===== config.mk =====
export PLATFORM = sky130hd
export DESIGN_NAME = dual_dac_serial_load_port
export DESIGN_NICKNAME = d
export VERILOG_FILES = /design/src/verilog/dac_load_pkg.sv /design/src/verilog/pin_sync.sv /design/src/verilog/dual_dac_serial_load_port.sv
export SDC_FILE = /design/constraint.sdc
export NUM_CORES = 1
export LEC_CHECK = 0
export BUFFER_PORTS_ARGS = -buffer_cell sky130_fd_sc_hd__buf_2
export CORE_MARGIN = 1.5
export CORE_UTILIZATION = 40
export CTS_CLUSTER_SIZE = 24
export DETAILED_ROUTE_END_ITERATION = 8
export HOLD_SLACK_MARGIN = 0.03
export SLEW_MARGIN = 20
export SYNTH_ARGS = -nofsm -noshare
export SYNTH_HDL_FRONTEND = slang
export SYNTH_SLANG_ARGS = --single-unit

===== constraint.sdc =====
create_clock -name i_ref_clk -period 6.4 [get_ports i_ref_clk]
set_clock_uncertainty 0.15 [all_clocks]
set_input_delay 0.96 -clock i_ref_clk [delete_from_list [all_inputs] [get_ports i_ref_clk]]
set_output_delay 0.96 -clock i_ref_clk [all_outputs]
set_load 0.01 [all_outputs]

===== src/verilog/dac_load_pkg.sv =====
package dac_load_pkg;
  // Word layout
  localparam int WORD_BITS = 16;
  localparam int CODE_BITS = 12;
  localparam int SEL_BIT = 12;
  localparam int CODE_MSB = 11;
  localparam logic [3:0] LAST_BIT = 4'hF;
  localparam logic [3:0] BIT_CNT_RESET = 4'h0;

  // Reset values of shift register, latches and outputs
  localparam logic [11:0] CODE_RESET = 12'h000;
  localparam logic [15:0] SHIFT_RESET = 16'h0000;

  // Pin synchroniser
  localparam int SYNC_STAGES = 3;
  localparam int PIN_COUNT = 5;
  localparam int PIN_SCLK = 0;
  localparam int PIN_FRAME = 1;
  localparam int PIN_SDIN = 2;
  localparam int PIN_FMT = 3;
  localparam int PIN_LOAD = 4;
  // Idle levels: frame and load strobe high, clock low
  localparam logic [4:0] PIN_RESET = 5'h12;

  // Word reception phase
  typedef enum logic [1:0] {
    PH_IDLE,
    PH_SHIFT,
    PH_FULL
  } phase_t;
endpackage : dac_load_pkg


===== src/verilog/pin_sync.sv =====
`timescale 1ns/100ps
module pin_sync #(
  parameter int W = 1,
  parameter logic [W-1:0] RESET_VAL = '0
) (
  // Clock and reset
  input wire logic i_ref_clk,
  input wire logic i_reset,
  // Raw pins and filtered levels
  input wire logic [W-1:0] i_pins,
  output logic [W-1:0] o_pins
);
  typedef struct packed {
    logic [W-1:0] s1;
    logic [W-1:0] s2;
    logic [W-1:0] s3;
    logic [W-1:0] stable;
  } sync_t;

  sync_t st_r;
  sync_t st_nxt;

  // Stage one feeds only stage two; a level counts once stages two and three agree
  always_comb begin
    st_nxt = st_r;
    st_nxt.s1 = i_pins;
    st_nxt.s2 = st_r.s1;
    st_nxt.s3 = st_r.s2;
    for (int i = 0; i < W; i++) begin
      if (st_r.s2[i] == st_r.s3[i]) begin
        st_nxt.stable[i] = st_r.s3[i];
      end
    end
  end

  // State register
  always_ff @(posedge i_ref_clk or posedge i_reset) begin
    if (i_reset) begin
      st_r <= {RESET_VAL, RESET_VAL, RESET_VAL, RESET_VAL};
    end else begin
      st_r <= st_nxt;
    end
  end

  assign o_pins = st_r.stable;
endmodule : pin_sync


===== src/verilog/dual_dac_serial_load_port.sv =====
`timescale 1ns/100ps
module dual_dac_serial_load_port (
  // Clock and reset
  input wire logic i_ref_clk,
  input wire logic i_reset,
  // Serial link from the host
  input wire logic i_sclk,
  input wire logic i_sdin,
  input wire logic i_frame_n,
  // Load strobe and code format strap
  input wire logic i_load_outputs_n,
  input wire logic i_code_format_select,
  // Input latches
  output logic [dac_load_pkg::CODE_BITS-1:0] o_latch_a,
  output logic [dac_load_pkg::CODE_BITS-1:0] o_latch_b,
  // Output levels, offset binary
  output logic [dac_load_pkg::CODE_BITS-1:0] o_out_a,
  output logic [dac_load_pkg::CODE_BITS-1:0] o_out_b
);
  import dac_load_pkg::*;

  typedef struct packed {
    phase_t phase;
    logic sclk_q;
    logic load_q;
    logic [3:0] bit_cnt;
    logic [WORD_BITS-1:0] shreg;
    logic [CODE_BITS-1:0] latch_a;
    logic [CODE_BITS-1:0] latch_b;
    logic [CODE_BITS-1:0] out_a;
    logic [CODE_BITS-1:0] out_b;
  } state_t;

  state_t st_r;
  state_t st_nxt;
  logic [PIN_COUNT-1:0] pins_s;
  logic sclk_s;
  logic frame_s;
  logic sdin_s;
  logic fmt_s;
  logic load_s;
  logic sclk_fall;
  logic load_fall;
  logic shifting;
  logic commit;
  logic [WORD_BITS-1:0] word;

  // Converts a received code to an offset binary level for the output
  function automatic logic [CODE_BITS-1:0] to_level(input logic [CODE_BITS-1:0] code, input logic fmt);
    logic [CODE_BITS-1:0] lvl;
    lvl = code;
    lvl[CODE_MSB] = code[CODE_MSB] ^ fmt;
    return lvl;
  endfunction : to_level

  // All pins pass the three-stage filter together, keeping data aligned with the clock
  pin_sync #(
    .W(PIN_COUNT),
    .RESET_VAL(PIN_RESET)
  ) u_pin_sync (
    .i_ref_clk(i_ref_clk),
    .i_reset(i_reset),
    .i_pins({i_load_outputs_n, i_code_format_select, i_sdin, i_frame_n, i_sclk}),
    .o_pins(pins_s)
  );

  // Filtered pin levels
  assign sclk_s = pins_s[PIN_SCLK];
  assign frame_s = pins_s[PIN_FRAME];
  assign sdin_s = pins_s[PIN_SDIN];
  assign fmt_s = pins_s[PIN_FMT];
  assign load_s = pins_s[PIN_LOAD];

  // Edge detection on the filtered levels
  assign sclk_fall = st_r.sclk_q & ~sclk_s;
  assign load_fall = st_r.load_q & ~load_s;
  assign shifting = ~frame_s & (st_r.phase != PH_FULL) & sclk_fall;
  assign word = {st_r.shreg[WORD_BITS-2:0], sdin_s};
  assign commit = shifting & (st_r.bit_cnt == LAST_BIT);

  // Next state: reception, latching and output update
  always_comb begin
    st_nxt = st_r;
    st_nxt.sclk_q = sclk_s;
    st_nxt.load_q = load_s;
    if (frame_s) begin
      // Extra clocks beyond a word are dropped until the frame is raised again
      st_nxt.phase = PH_IDLE;
      st_nxt.bit_cnt = BIT_CNT_RESET;
    end else begin
      unique case (st_r.phase)
        PH_IDLE, PH_SHIFT: begin
          st_nxt.phase = PH_SHIFT;
          if (shifting) begin
            st_nxt.shreg = word;
            st_nxt.bit_cnt = st_r.bit_cnt + 4'h1;
          end
          if (commit) begin
            st_nxt.phase = PH_FULL;
            if (word[SEL_BIT]) begin
              st_nxt.latch_b = word[CODE_BITS-1:0];
            end else begin
              st_nxt.latch_a = word[CODE_BITS-1:0];
            end
            if (!load_s) begin
              if (word[SEL_BIT]) begin
                st_nxt.out_b = to_level(word[CODE_BITS-1:0], fmt_s);
              end else begin
                st_nxt.out_a = to_level(word[CODE_BITS-1:0], fmt_s);
              end
            end
          end
        end
        PH_FULL: begin
          st_nxt.phase = PH_FULL;
        end
      endcase
    end
    // both outputs on strobe fall; the addressed one also at word end while strobe low
    if (load_fall) begin
      st_nxt.out_a = to_level(st_nxt.latch_a, fmt_s);
      st_nxt.out_b = to_level(st_nxt.latch_b, fmt_s);
    end
  end

  // State register
  always_ff @(posedge i_ref_clk or posedge i_reset) begin
    if (i_reset) begin
      st_r <= '{PH_IDLE, 1'h0, 1'h1, BIT_CNT_RESET, SHIFT_RESET, CODE_RESET, CODE_RESET, CODE_RESET, CODE_RESET};
    end else begin
      st_r <= st_nxt;
    end
  end

  // Outputs straight from the state register
  assign o_latch_a = st_r.latch_a;
  assign o_latch_b = st_r.latch_b;
  assign o_out_a = st_r.out_a;
  assign o_out_b = st_r.out_b;
endmodule : dual_dac_serial_load_port


=== Word level (Yosys, flattened, before mapping) ===
Cells that the tools add are included.

* Register bits: 92
* Bits in latches: 0
* Memory bits (writable): 0
* Bits in read-only memories: 0
* Input port bits: 7
* Output and inout port bits: 48
* Memories: 0

* $add $sub $neg: 1
* $mul: 0
* Divide/modulo/power cells: 0
* Magnitude comparators: 0
* Equality and inequality tests: 12
* Shifts and indexed selects: 0
* Mux-type cells: 14
* Bitwise logic cells: 11
* Reduce and logical (&&, ||, !) cells: 11

{| class="wikitable"
|+ Operators with widths
! kind !! count
|-
| two-way mux 48 bit || 2
|-
| two-way mux 68 bit || 1
|-
| two-way mux 12 bit || 4
|-
| two-way mux 24 bit || 2
|-
| two-way mux 20 bit || 1
|-
| AND reduction 5 bit || 2
|-
| nonzero test 2 bit || 5
|-
| != test 2 bit (second input constant) || 3
|-
| AND 1 bit || 5
|-
| == test 1 bit || 5
|-
| adder 4 x 1 -> 4 bit (second input constant) || 1
|-
| == test 4 bit (second input constant) || 1
|-
| two-way mux 2 bit || 2
|-
| two-way mux 4 bit || 1
|-
| case mux 2 bit (2 select lines) || 1
|-
| inverter 1 bit || 3
|-
| AND reduction 3 bit || 1
|-
| bitwise XOR 1 bit || 3
|-
| == test 2 x 1 -> 1 bit (second input constant) || 1
|-
| == test 2 bit (second input constant) || 1
|-
| logical NOT 2 bit || 1
|-
| != test 2 x 1 -> 1 bit (second input constant) || 1
|-
| AND reduction 2 bit || 1
|-
| OR reduction 2 bit || 1
|}

=== Longest topological paths before layout ===
Gate-level depths: netlist of the first run.

* Word-level depth: 9
* Depth in mapped cells: 6
* Gate-level depth less buffers: 5

=== Hierarchy ===
From an unflattened synthesis of the first run, not the netlist that was laid out.

* Cell total of the unflattened synthesis: 343
* Area, all modules: 3980.1 um^2

{| class="wikitable"
|+ By module, submodules not included
! module !! instances !! cells each !! area an instance (um^2)
|-
| dual_dac_serial_load_port || 1 || 312 || 3372.0
|-
| pin_sync || 1 || 31 || 608.1
|}

=== Worst setup path after synthesis of the first run ===
OpenSTA, ideal clock, no wires.

* Path type: register to register
* From: reg u_pin_sync.st_r (netlist bit u_pin_sync.o_pins[1])
* To: reg st_r (netlist bit o_latch_a[10])
* Data arrival time: 1.850 ns
* Required time: 6.125 ns
* Path slack: 4.275 ns
* Stages on the path, launching flop included: 6
* Clock period less this slack: 2.125 ns
* Cell sequence: dfstp_2 buf_4 or4b_4 nor3_2 buf_4 mux2_2

{| class="wikitable"
|+ RTL lines
! item !! RTL line !! source
|-
| start: declaration || pin_sync.sv:20 || <nowiki>sync_t st_r;</nowiki>
|-
| start signal: assignment || pin_sync.sv:39 || <nowiki>st_r <= {RESET_VAL, RESET_VAL, RESET_VAL, RESET_VAL};</nowiki>
|-
| start signal: assignment || pin_sync.sv:41 || <nowiki>st_r <= st_nxt;</nowiki>
|-
| end signal: assignment || dual_dac_serial_load_port.sv:129 || <nowiki>st_r <= '{PH_IDLE, 1'h0, 1'h1, BIT_CNT_RESET, SHIFT_RESET, CODE_RESET, CODE_RESET, CODE_RESET, CODE_RESET};</nowiki>
|-
| end signal: assignment || dual_dac_serial_load_port.sv:131 || <nowiki>st_r <= st_nxt;</nowiki>
|-
| end: declaration || dual_dac_serial_load_port.sv:34 || <nowiki>state_t st_r;</nowiki>
|}

=== Worst setup path in the final report of the first run ===
* From: reg u_pin_sync.st_r (netlist bit u_pin_sync.o_pins[0])
* To: reg st_r (netlist bit o_out_b[10])

* Longest elaborated chain between the ends: 8

{| class="wikitable"
|+ RTL lines
! item !! RTL line !! source
|-
| inverter 1 bit (*) || dual_dac_serial_load_port.sv:75 || <nowiki>assign sclk_fall = st_r.sclk_q & ~sclk_s;</nowiki>
|-
| AND 1 bit (*) || dual_dac_serial_load_port.sv:75 ||
|-
| AND 1 bit (*) || dual_dac_serial_load_port.sv:77 || <nowiki>assign shifting = ~frame_s & (st_r.phase != PH_FULL) & sclk_fall;</nowiki>
|-
| AND 1 bit (*) || dual_dac_serial_load_port.sv:79 || <nowiki>assign commit = shifting & (st_r.bit_cnt == LAST_BIT);</nowiki>
|-
| two-way mux 48 bit || dual_dac_serial_load_port.sv:98 || <nowiki>if (commit) begin</nowiki>
|-
| two-way mux 68 bit || dual_dac_serial_load_port.sv:91 || <nowiki>unique case (st_r.phase)</nowiki>
|-
| two-way mux 48 bit || dual_dac_serial_load_port.sv:86 || <nowiki>if (frame_s) begin</nowiki>
|-
| two-way mux 24 bit || dual_dac_serial_load_port.sv:120 || <nowiki>if (load_fall) begin</nowiki>
|}

Mark *: on every way between the ends. The rest lies on a longest branch, timed or not. The select of a mux whose other input is x is not followed.
A chain may end at the register's enable or synchronous reset.

==> results.txt, run 1 <==
----------------------------------------------------
[Run]
  Reported max-cap violation count ... 0

[Floorplan]
  Initial Util ... 41.4%
  Vertical extent of the die ... 101 µm
  Die width ... 101 µm
  Total Die Area ... 0.0102 mm²
  Ports ... 55
  Floorplan core area ... 0.00928 mm²
  Number of placement rows ... 35

[STA]
  Max Fclk ... 0.393 GHz
  Final Slew Violations ... 0
  Measured slew at the worst slew-check pin ... 1.01 ns
  Count of endpoints failing hold in the final timing report ... 0
  Fin crit period ... 2.55 ns
  RSZ-0062 raised after global routing ... no
  Fin Setup TNS ... 0 ns
  Relative slew margins ... 32.3%
  Final setup vio count ... 0
  Period utilization ... 39.8%
  Smallest setup slack after layout ... 3.85 ns

[Clock network]
  TritonCTS Sinks ... 88
  Clock buffer depth ... 2
  CTS tree ... done
  Depth of the CTS H-tree ... 3
  Setup Buffers After CTS ... 0
  Clock root buffer ... sky130_fd_sc_hd__clkbuf_8
  Latest clock arrival within the worst-skew pair ... 0.35 ns
  Clock slew at the register clock pins of the worst setup and hold paths ... 0.08 ns
  CTS buffer count ... 9
  Post-CTS Hold Buffers ... 0
  Post-cts sizing count ... 0

[Cells and area]
  Area occupied by multi-input gates ... 0.00119 mm²
  Number of filler instances in the final layout ... 879
  Area growth, synth to finish ... 6.41%
  Share of layout cells above drive strength 1 ... 41.5%
  Count of inserted antenna diode cells ... 0
  Area taken by flip-flops and latches ... 0.00221 mm²
  Count of nets after finishing ... 316

[Synthesis]
  Top-area cell type share of the netlist area ... 51.4%
  Synth Cell Area ... 0.00384 mm²
  Post-synthesis average cell area ... 12.8 µm²
  Largest area contributor in the netlist ... sky130_fd_sc_hd__dfrtp_1
  Post-synthesis instance total ... 301
  Dominant synthesized flop cell ... sky130_fd_sc_hd__dfrtp_1
  Net count after synthesis ... 309
  Sequential element share of the synthesized area ... 57.6%
  Distinct cell type count after synthesis ... 36
  Most common library cells after synthesis ... sky130_fd_sc_hd__dfrtp_1 (79), sky130_fd_sc_hd__buf_4 (50), sky130_fd_sc_hd__mux2_2 (34)
  Share of async-settable or async-resettable flops after synthesis ... 100%
  Most area-consuming cells after synthesis ... sky130_fd_sc_hd__dfrtp_1 (51%), sky130_fd_sc_hd__mux2_2 (10%), sky130_fd_sc_hd__buf_4 (9.8%)
  Library cell with the highest instance count after synthesis ... sky130_fd_sc_hd__dfrtp_1
  Post-synth EDFFs ... 0
  Number of warning messages in the yosys log ... 0
  Yosys reg bits ... 88

[Drt]
  Per-cell routed wire length ... 15.4 µm
  Post-DR vias/cell ... 4.90
  Initial DRC count ... 52
  Total number of vias ... 2166
  Detailed Route WL ... 6810 µm
  Total iterations of the first detailed-routing run ... 4
  Number of design rule violations left after detail routing ... 0
  Remaining number of nets flagged by the antenna check after routing ... 0

[Power and ir drop]
  Total power draw ... 1.31 mW
  Leak ... 1.95 nW
  Switching pwr ... 0.346 mW
  Switching part of the total power ... 26.5%
  Part of the total power dissipated in combinational logic ... 13.7%
  Clock share of power ... 32.0%
  Power density over cell area ... 319 mW/mm²
  Internal power of the cells ... 0.959 mW
  Share of total power in sequential cells ... 54.3%
  Worst IR drop on VDD ... 0.136 mV

[Global routing]
  Met2 GRT Util ... 22.6%
  First-pass GRT wire length ... 11300 µm
  Number of antenna violations at the first check in global routing ... 0
  Maximum number of pins on one net before global-route repair ... 89
  Met3 Resource Use GR ... 4.58%
  Met1 usage ... 18.8%
  Residual overflow from global routing ... 0
  Via count of the first global-routing pass ... 2165
  Busiest grt layer ... met2
  Global-route usage over all layers ... 14.5%

[Worst setup path]
  Reg-to-Reg End ... o_out_b[10]
  CP arrival ... 2.65 ns
  Buffering stage count on the worst path with inverters included ... 1
  Type of the setup path with the least slack ... flop to flop
  Largest stage delay on the critical path ... 0.59 ns
  Critical path's top delay family ... simple AND/OR/NAND/NOR gates
  Maximum fanout encountered on the critical timing path ... 15
  Critical path cell sequence ... nor4b_2, buf_4, nand4_1, nand2_1, a2bb2oi_1
  FF-to-FF path depth ... 5
  Slowest stage cell on the critical path ... sky130_fd_sc_hd__nand2_1
  Reg2Reg Setup Slack ... 3.85 ns
  Element type at the critical path start ... flop
  Type of element capturing the critical path ... flop
  Required time worst endpoint ... 6.50 ns
  Reg-to-reg startpoint ... u_pin_sync.o_pins[0]

[Min path]
  Class of the tightest hold or removal check ... flop to flop
  Start point of the worst min-delay path ... u_pin_sync.st_nxt[12]
  End point of the most critical hold path ... u_pin_sync.st_nxt[7]
  Hold Path Cell Cnt ... 0

[Place]
  Count of buffers inserted at the top-level ports ... 54
  DP Wirelength ... 4400 µm
  Final weighted congestion in routability-driven placement ... 0.830
  DP Worst Slack ... 3.78 ns

[Run status]
  Run status ... finished, final reports clean

----------------------------------------------------
## worst max path at each step
stage | to | from | cells past startpoint
2_1_floorplan | o_latch_a[0] | i_reset | 1
3_3_place_gp | o_latch_a[6] | u_pin_sync.o_pins[1] | 3
3_5_place_dp | o_out_b[10] | u_pin_sync.o_pins[0] | 5
4_1_cts | o_out_b[10] | u_pin_sync.o_pins[0] | 5
5_1_grt | o_out_b[10] | u_pin_sync.o_pins[0] | 5
6_report | o_out_b[10] | u_pin_sync.o_pins[0] | 5
## per-stage QoR
stage | std cells | area, µm² | util, % | hold slack [ns]
6_report | 442 | 4090 | 44.1 | 0.201
2_1_floorplan | 301 | 3840 | - | 0.181
3_5_place_dp | 426 | 3870 | 41.7 | 0.185
5_1_grt | 442 | 4090 | 44.1 | 0.209
4_1_cts | 442 | 4090 | 44.0 | 0.203
3_3_place_gp | 426 | 3870 | 41.7 | 0.185
## routing by layer
metal,vias to the layer above,wire (µm)
li1,1004,-
met1,1100,3160
met2,51,3230
met3,11,309
met4,0,108
met5,-,0
## sequential cells by signal (all words and copies together) (netlist names)
register           cells
o_latch_b             12
o_out_a               12
o_out_b               12
o_latch_a             12
u_pin_sync.st_nxt     10
st_r                  20
u_pin_sync.o_pins      5
u_pin_sync.st_r        5
## logic make-up after synthesis
group | after synthesis | share of synthesized area (%)
mux | 36 | 10.5
simple gates | 50 | 6.67
buf+inv | 65 | 11.5
fa+ha+maj | 6 | 1.63
flops | 88 | 57.6
xor+xnor | 6 | 1.37
compound gates | 50 | 10.8
## worst register-to-register path, stage by stage (launching register included)
cell and delay (ns):
sky130_fd_sc_hd__dfrtp_1 0.45, sky130_fd_sc_hd__nor4b_2 0.28, sky130_fd_sc_hd__buf_4 0.26, sky130_fd_sc_hd__nand4_1 0.49, sky130_fd_sc_hd__nand2_1 0.59, sky130_fd_sc_hd__a2bb2oi_1 0.23
## cell usage in the layout (no fill, tap or decap), types with 2 or more instances in the layout
cell type and n:
sky130_fd_sc_hd__dfrtp_1 79, sky130_fd_sc_hd__bufinv_16 2, sky130_fd_sc_hd__clkbuf_1 2, sky130_fd_sc_hd__xnor2_1 3, sky130_fd_sc_hd__xor2_1 3, sky130_fd_sc_hd__a2bb2oi_2 10, sky130_fd_sc_hd__nand4_1 2, sky130_fd_sc_hd__buf_4 2
sky130_fd_sc_hd__o21ai_0 23, sky130_fd_sc_hd__dfstp_2 9, sky130_fd_sc_hd__buf_2 54, sky130_fd_sc_hd__clkinv_2 3, sky130_fd_sc_hd__mux2i_1 2, sky130_fd_sc_hd__a2bb2oi_1 12, sky130_fd_sc_hd__inv_1 3, sky130_fd_sc_hd__clkbuf_8 10
sky130_fd_sc_hd__nand2_1 30, sky130_fd_sc_hd__nand2b_1 2, sky130_fd_sc_hd__maj3_1 5, sky130_fd_sc_hd__nor2_1 5, sky130_fd_sc_hd__mux2_2 34
## power groups by stage
| stage | combinational (mW) | clock, mW | sequential [mW] |
|---|---|---|---|
| final | 0.179 | 0.418 | 0.708 |
| after CTS | 0.182 | 0.432 | 0.710 |
| after floorplan | 0.182 | 0 | 0.688 |
| after detailed placement | 0.182 | 0 | 0.720 |
| after global routing | 0.197 | 0.456 | 0.722 |
| after global placement | 0.178 | 0 | 0.720 |
## final cells by class
type,instances,area share (%)
Clock buffer,12,3.55
Clock inverter,4,1.71
Inverter,4,0.398
Multi-Input combinational cell,148,29.1
Sequential cell,88,54.1
Tap cell,129,3.94
Timing Repair Buffer,57,7.25
Power figures use the tool's default switching activity.
==> run 2: changes to the inputs <==
--- a/config.mk
+++ b/config.mk
@@ -5,6 +5,7 @@
 export SDC_FILE = /design/constraint.sdc
 export NUM_CORES = 1
 export LEC_CHECK = 0
+export ABC_AREA = 1
 export BUFFER_PORTS_ARGS = -buffer_cell sky130_fd_sc_hd__buf_2
 export CORE_MARGIN = 1.5
 export CORE_UTILIZATION = 40
==> constraint.sdc (replaced) <==
create_clock -name i_ref_clk -period 2.6 [get_ports i_ref_clk]
set_clock_uncertainty 0.15 [all_clocks]
set_input_delay 0.39 -clock i_ref_clk [delete_from_list [all_inputs] [get_ports i_ref_clk]]
set_output_delay 0.39 -clock i_ref_clk [all_outputs]
set_load 0.01 [all_outputs]
==> run 2 against run 1 <==
Against the previous run: power is 140% higher; non-clock buffer count up 10; via count rose by 21%; utilization increased by 1.4 points; global-route usage up 2.3 points; area after synthesis increased by 1.7%; sequential power increased by 120%; worst setup slack worse by 3.4 ns; flip-flop and latch count unchanged.
==> results.txt, run 2 <==
----------------------------------------------------
[Cells and area]
  Area growth, synth to finish ... 8.86% (was 6.41%)
  Count of inserted antenna diode cells ... 0 (unchanged)
  Most flops, register ... st_r (unchanged)
  Max reg flops ... 20 (unchanged)
  Post-Route Utilization ... 45.4% (was 44.1%)
  Count of nets after finishing ... 427 (was 316)
  Commonest non-fill, non-tap cells in the layout ... sky130_fd_sc_hd__nand2_1 (81), sky130_fd_sc_hd__dfrtp_1 (79), sky130_fd_sc_hd__buf_2 (54) (was sky130_fd_sc_hd__dfrtp_1 (79), sky130_fd_sc_hd__buf_2 (54), sky130_fd_sc_hd__mux2_2 (34))
  Commonest non-fill, non-tap cell in the layout ... sky130_fd_sc_hd__nand2_1 (was sky130_fd_sc_hd__dfrtp_1)
  Number of filler instances in the final layout ... 917 (was 879)
  Share of layout cells above drive strength 1 ... 25.5% (was 41.5%)

[Power and ir drop]
  Leak ... 2.07 nW (was 1.95 nW)
  Worst IR drop on VDD ... 0.333 mV (was 0.136 mV)
  Total power draw ... 3.10 mW (was 1.31 mW)
  Power density over cell area ... 728 mW/mm² (was 319 mW/mm²)

[Drt]
  Total number of vias ... 2612 (was 2166)
  Remaining number of nets flagged by the antenna check after routing ... 0 (unchanged)
  Total iterations of the first detailed-routing run ... 4 (unchanged)
  Initial DRC count ... 135 (was 52)
  Number of design rule violations left after detail routing ... 0 (unchanged)
  Post-DR vias/cell ... 4.72 (was 4.90)
  Per-cell routed wire length ... 14.3 µm (was 15.4 µm)
  Detailed Route WL ... 7900 µm (was 6810 µm)

[Synthesis]
  Post-synth EDFFs ... 0 (unchanged)
  Most common library cells after synthesis ... sky130_fd_sc_hd__nand2_1 (81), sky130_fd_sc_hd__dfrtp_1 (79), sky130_fd_sc_hd__buf_4 (51) (was sky130_fd_sc_hd__dfrtp_1 (79), sky130_fd_sc_hd__buf_4 (50), sky130_fd_sc_hd__mux2_2 (34))
  Top-area cell type share of the netlist area ... 50.6% (was 51.4%)
  Synth Cell Area ... 0.00391 mm² (was 0.00384 mm²)
  Distinct cell type count after synthesis ... 30 (was 36)
  Most area-consuming cells after synthesis ... sky130_fd_sc_hd__dfrtp_1 (51%), sky130_fd_sc_hd__buf_4 (9.8%), sky130_fd_sc_hd__nand2_1 (7.8%) (was sky130_fd_sc_hd__dfrtp_1 (51%), sky130_fd_sc_hd__mux2_2 (10%), sky130_fd_sc_hd__buf_4 (9.8%))
  Post-synthesis average cell area ... 9.68 µm² (was 12.8 µm²)
  Library cell with the highest instance count after synthesis ... sky130_fd_sc_hd__nand2_1 (was sky130_fd_sc_hd__dfrtp_1)
  Largest area contributor in the netlist ... sky130_fd_sc_hd__dfrtp_1 (unchanged)
  Post-synthesis instance total ... 404 (was 301)
  Dominant synthesized flop cell ... sky130_fd_sc_hd__dfrtp_1 (unchanged)
  Net count after synthesis ... 412 (was 309)
  Yosys reg bits ... 88 (unchanged)
  Share of async-settable or async-resettable flops after synthesis ... 100% (unchanged)
  Sequential element share of the synthesized area ... 56.6% (was 57.6%)
  Number of warning messages in the yosys log ... 0 (unchanged)

[Clock network]
  Clock slew at the register clock pins of the worst setup and hold paths ... 0.10 ns (was 0.08 ns)
  CTS buffer count ... 9 (unchanged)
  Latest clock arrival within the worst-skew pair ... 0.36 ns (was 0.35 ns)
  Setup Buffers After CTS ... 0 (unchanged)
  Depth of the CTS H-tree ... 3 (unchanged)
  TritonCTS Sinks ... 88 (unchanged)
  Clock root buffer ... sky130_fd_sc_hd__clkbuf_8 (unchanged)
  CTS tree ... done (unchanged)
  Clock buffer depth ... 2 (unchanged)

[Floorplan]
  Floorplan core area ... 0.00937 mm² (was 0.00928 mm²)
  Vertical extent of the die ... 102 µm (was 101 µm)
  Total Die Area ... 0.0104 mm² (was 0.0102 mm²)
  Ports ... 55 (unchanged)
  Die width ... 102 µm (was 101 µm)
  Number of placement rows ... 35 (unchanged)
  Initial Util ... 41.7% (was 41.4%)

[Worst setup path]
  Critical Path Most Common Cell ... sky130_fd_sc_hd__nand2_1
  FF-to-FF path depth ... 9 (was 5)
  Reg-to-reg startpoint ... st_r[64] (was u_pin_sync.o_pins[0])
  Reg2Reg Setup Slack ... 0.49 ns (was 3.85 ns)
  Critical path cell sequence ... ha_1, nand2_1, nor2_8, nand3_2, inv_1, nand3_1, nand2_1, nor2_1, a21oi_1 (was nor4b_2, buf_4, nand4_1, nand2_1, a2bb2oi_1)
  Worst Setup SP ... st_r[64] (was u_pin_sync.o_pins[0])
  Type of the setup path with the least slack ... flop to flop (unchanged)
  Required time worst endpoint ... 2.74 ns (was 6.50 ns)
  Type of element capturing the critical path ... flop (unchanged)
  Element type at the critical path start ... flop (unchanged)
  Maximum fanout encountered on the critical timing path ... 13 (was 15)
  Reg-to-Reg End ... o_out_a[11] (was o_out_b[10])
  CP arrival ... 2.25 ns (was 2.65 ns)
  Slowest stage cell on the critical path ... sky130_fd_sc_hd__dfrtp_1 (was sky130_fd_sc_hd__nand2_1)
  Largest stage delay on the critical path ... 0.39 ns (was 0.59 ns)

[STA]
  Final Slew Violations ... 0 (unchanged)
  Hold_ws ... 0.207 ns (was 0.201 ns)
  Smallest setup slack after layout ... 0.494 ns (was 3.85 ns)
  Period utilization ... 81.0% (was 39.8%)
  Measured slew at the worst slew-check pin ... 0.733 ns (was 1.01 ns)
  Max Fclk ... 0.475 GHz (was 0.393 GHz)
  Fin crit period ... 2.11 ns (was 2.55 ns)
  Final setup vio count ... 0 (unchanged)
  Count of endpoints failing hold in the final timing report ... 0 (unchanged)
  Fin Setup TNS ... 0 ns (unchanged)
  Relative slew margins ... 51.0% (was 32.3%)
  RSZ-0062 raised after global routing ... no (unchanged)

[Global routing]
  Maximum number of pins on one net before global-route repair ... 40 (was 89)
  Busiest grt layer ... met1 (was met2)
  Met1 usage ... 25.4% (was 18.8%)
  Met3 Resource Use GR ... 4.86% (was 4.58%)
  Met2 GRT Util ... 23.2% (was 22.6%)
  Global-route usage over all layers ... 16.8% (was 14.5%)
  Number of antenna violations at the first check in global routing ... 0 (unchanged)
  First-pass GRT wire length ... 13200 µm (was 11300 µm)
  Via count of the first global-routing pass ... 2549 (was 2165)
  Residual overflow from global routing ... 0 (unchanged)

[Min path]
  Hold Path Cell Cnt ... 0 (unchanged)
  End point of the most critical hold path ... u_pin_sync.st_nxt[5] (was u_pin_sync.st_nxt[7])
  Class of the tightest hold or removal check ... flop to flop (unchanged)
  Start point of the worst min-delay path ... u_pin_sync.st_nxt[10] (was u_pin_sync.st_nxt[12])

[Place]
  Final weighted congestion in routability-driven placement ... 0.783 (was 0.830)
  DP Wirelength ... 5510 µm (was 4400 µm)
  DP Worst Slack ... 0.515 ns (was 3.78 ns)
  Count of buffers inserted at the top-level ports ... 54 (unchanged)

[Run]
  Reported max-cap violation count ... 0 (unchanged)

[Run status]
  Run status ... finished, final reports clean (unchanged)

----------------------------------------------------
## run 2: report_power, final
group,internal (mW),total [mW],switching (mW)
Combinational,0.129,0.418,0.289
Clock,0.583,1.10,0.517
Sequential,1.50,1.58,0.0769
Total,2.22,3.10,0.883
## run 2: cell families after synthesis
kind of cell	Yosys count	share of synthesized area [%]
and+or+nand+nor	166	19.3
xor gates and xnor gates	2	0.448
adders and majority gates	6	1.60
buffers and inverters	89	14.0
AOI/OAI and AO/OA	53	8.03
DFF	88	56.6
## run 2: through the flow
| stage | instance area, µm² | cells |
|---|---|---|
| after detailed placement | 3960 | 531 |
| after CTS | 4260 | 553 |
| after global routing | 4260 | 553 |
| final | 4260 | 553 |
| after global placement | 3960 | 531 |
| after floorplan | 3910 | 404 |
## run 2: worst max-delay path by stage
| stage | endpoint | slack (ns) | cells after the start |
|---|---|---|---|
| floorplan | o_out_b[1] | 0.89 | 9 |
| global placement | o_out_b[7] | 0.56 | 6 |
| detailed placement | o_out_b[6] | 0.52 | 6 |
| CTS | o_out_a[11] | 0.49 | 9 |
| global route | o_out_a[11] | 0.21 | 9 |
| finish | o_out_a[11] | 0.49 | 9 |
## run 2: final cells by class
| cell class | count | area, µm² | area share (%) |
|---|---|---|---|
| clock buffer | 10 | 138 | 3.23 |
| clock inverter | 6 | 97.6 | 2.29 |
| inverter | 26 | 101 | 2.38 |
| multi-input combinational | 227 | 1150 | 27.0 |
| sequential | 88 | 2210 | 52.0 |
| tap | 129 | 161 | 3.79 |
| timing repair buffer | 67 | 395 | 9.29 |
## run 2: routing by layer
layer	up-vias	part of all wire [%]	wire, µm
met5	-	0	0
met4	0	1.4	109
met3	11	5.7	449
met2	75	42	3280
met1	1232	51	4050
li1	1294	-	-
## run 2: what timing repair did
action | 4_1_cts | 5_1_grt
gates resized for setup | 0 | 0
hold buffers | 6 | 0
endpoints found under the hold margin | 32 | 0
## run 2: critical path, delay by kind of cell, from the launching register on
family	cells	cell delay [ns]
AO/OA/AOI/OAI	1	0.12
adder cells (fa/ha/maj)	1	0.17
AND/OR/NAND/NOR	6	1.06
flip-flops	1	0.39
buffers and inverters	1	0.14
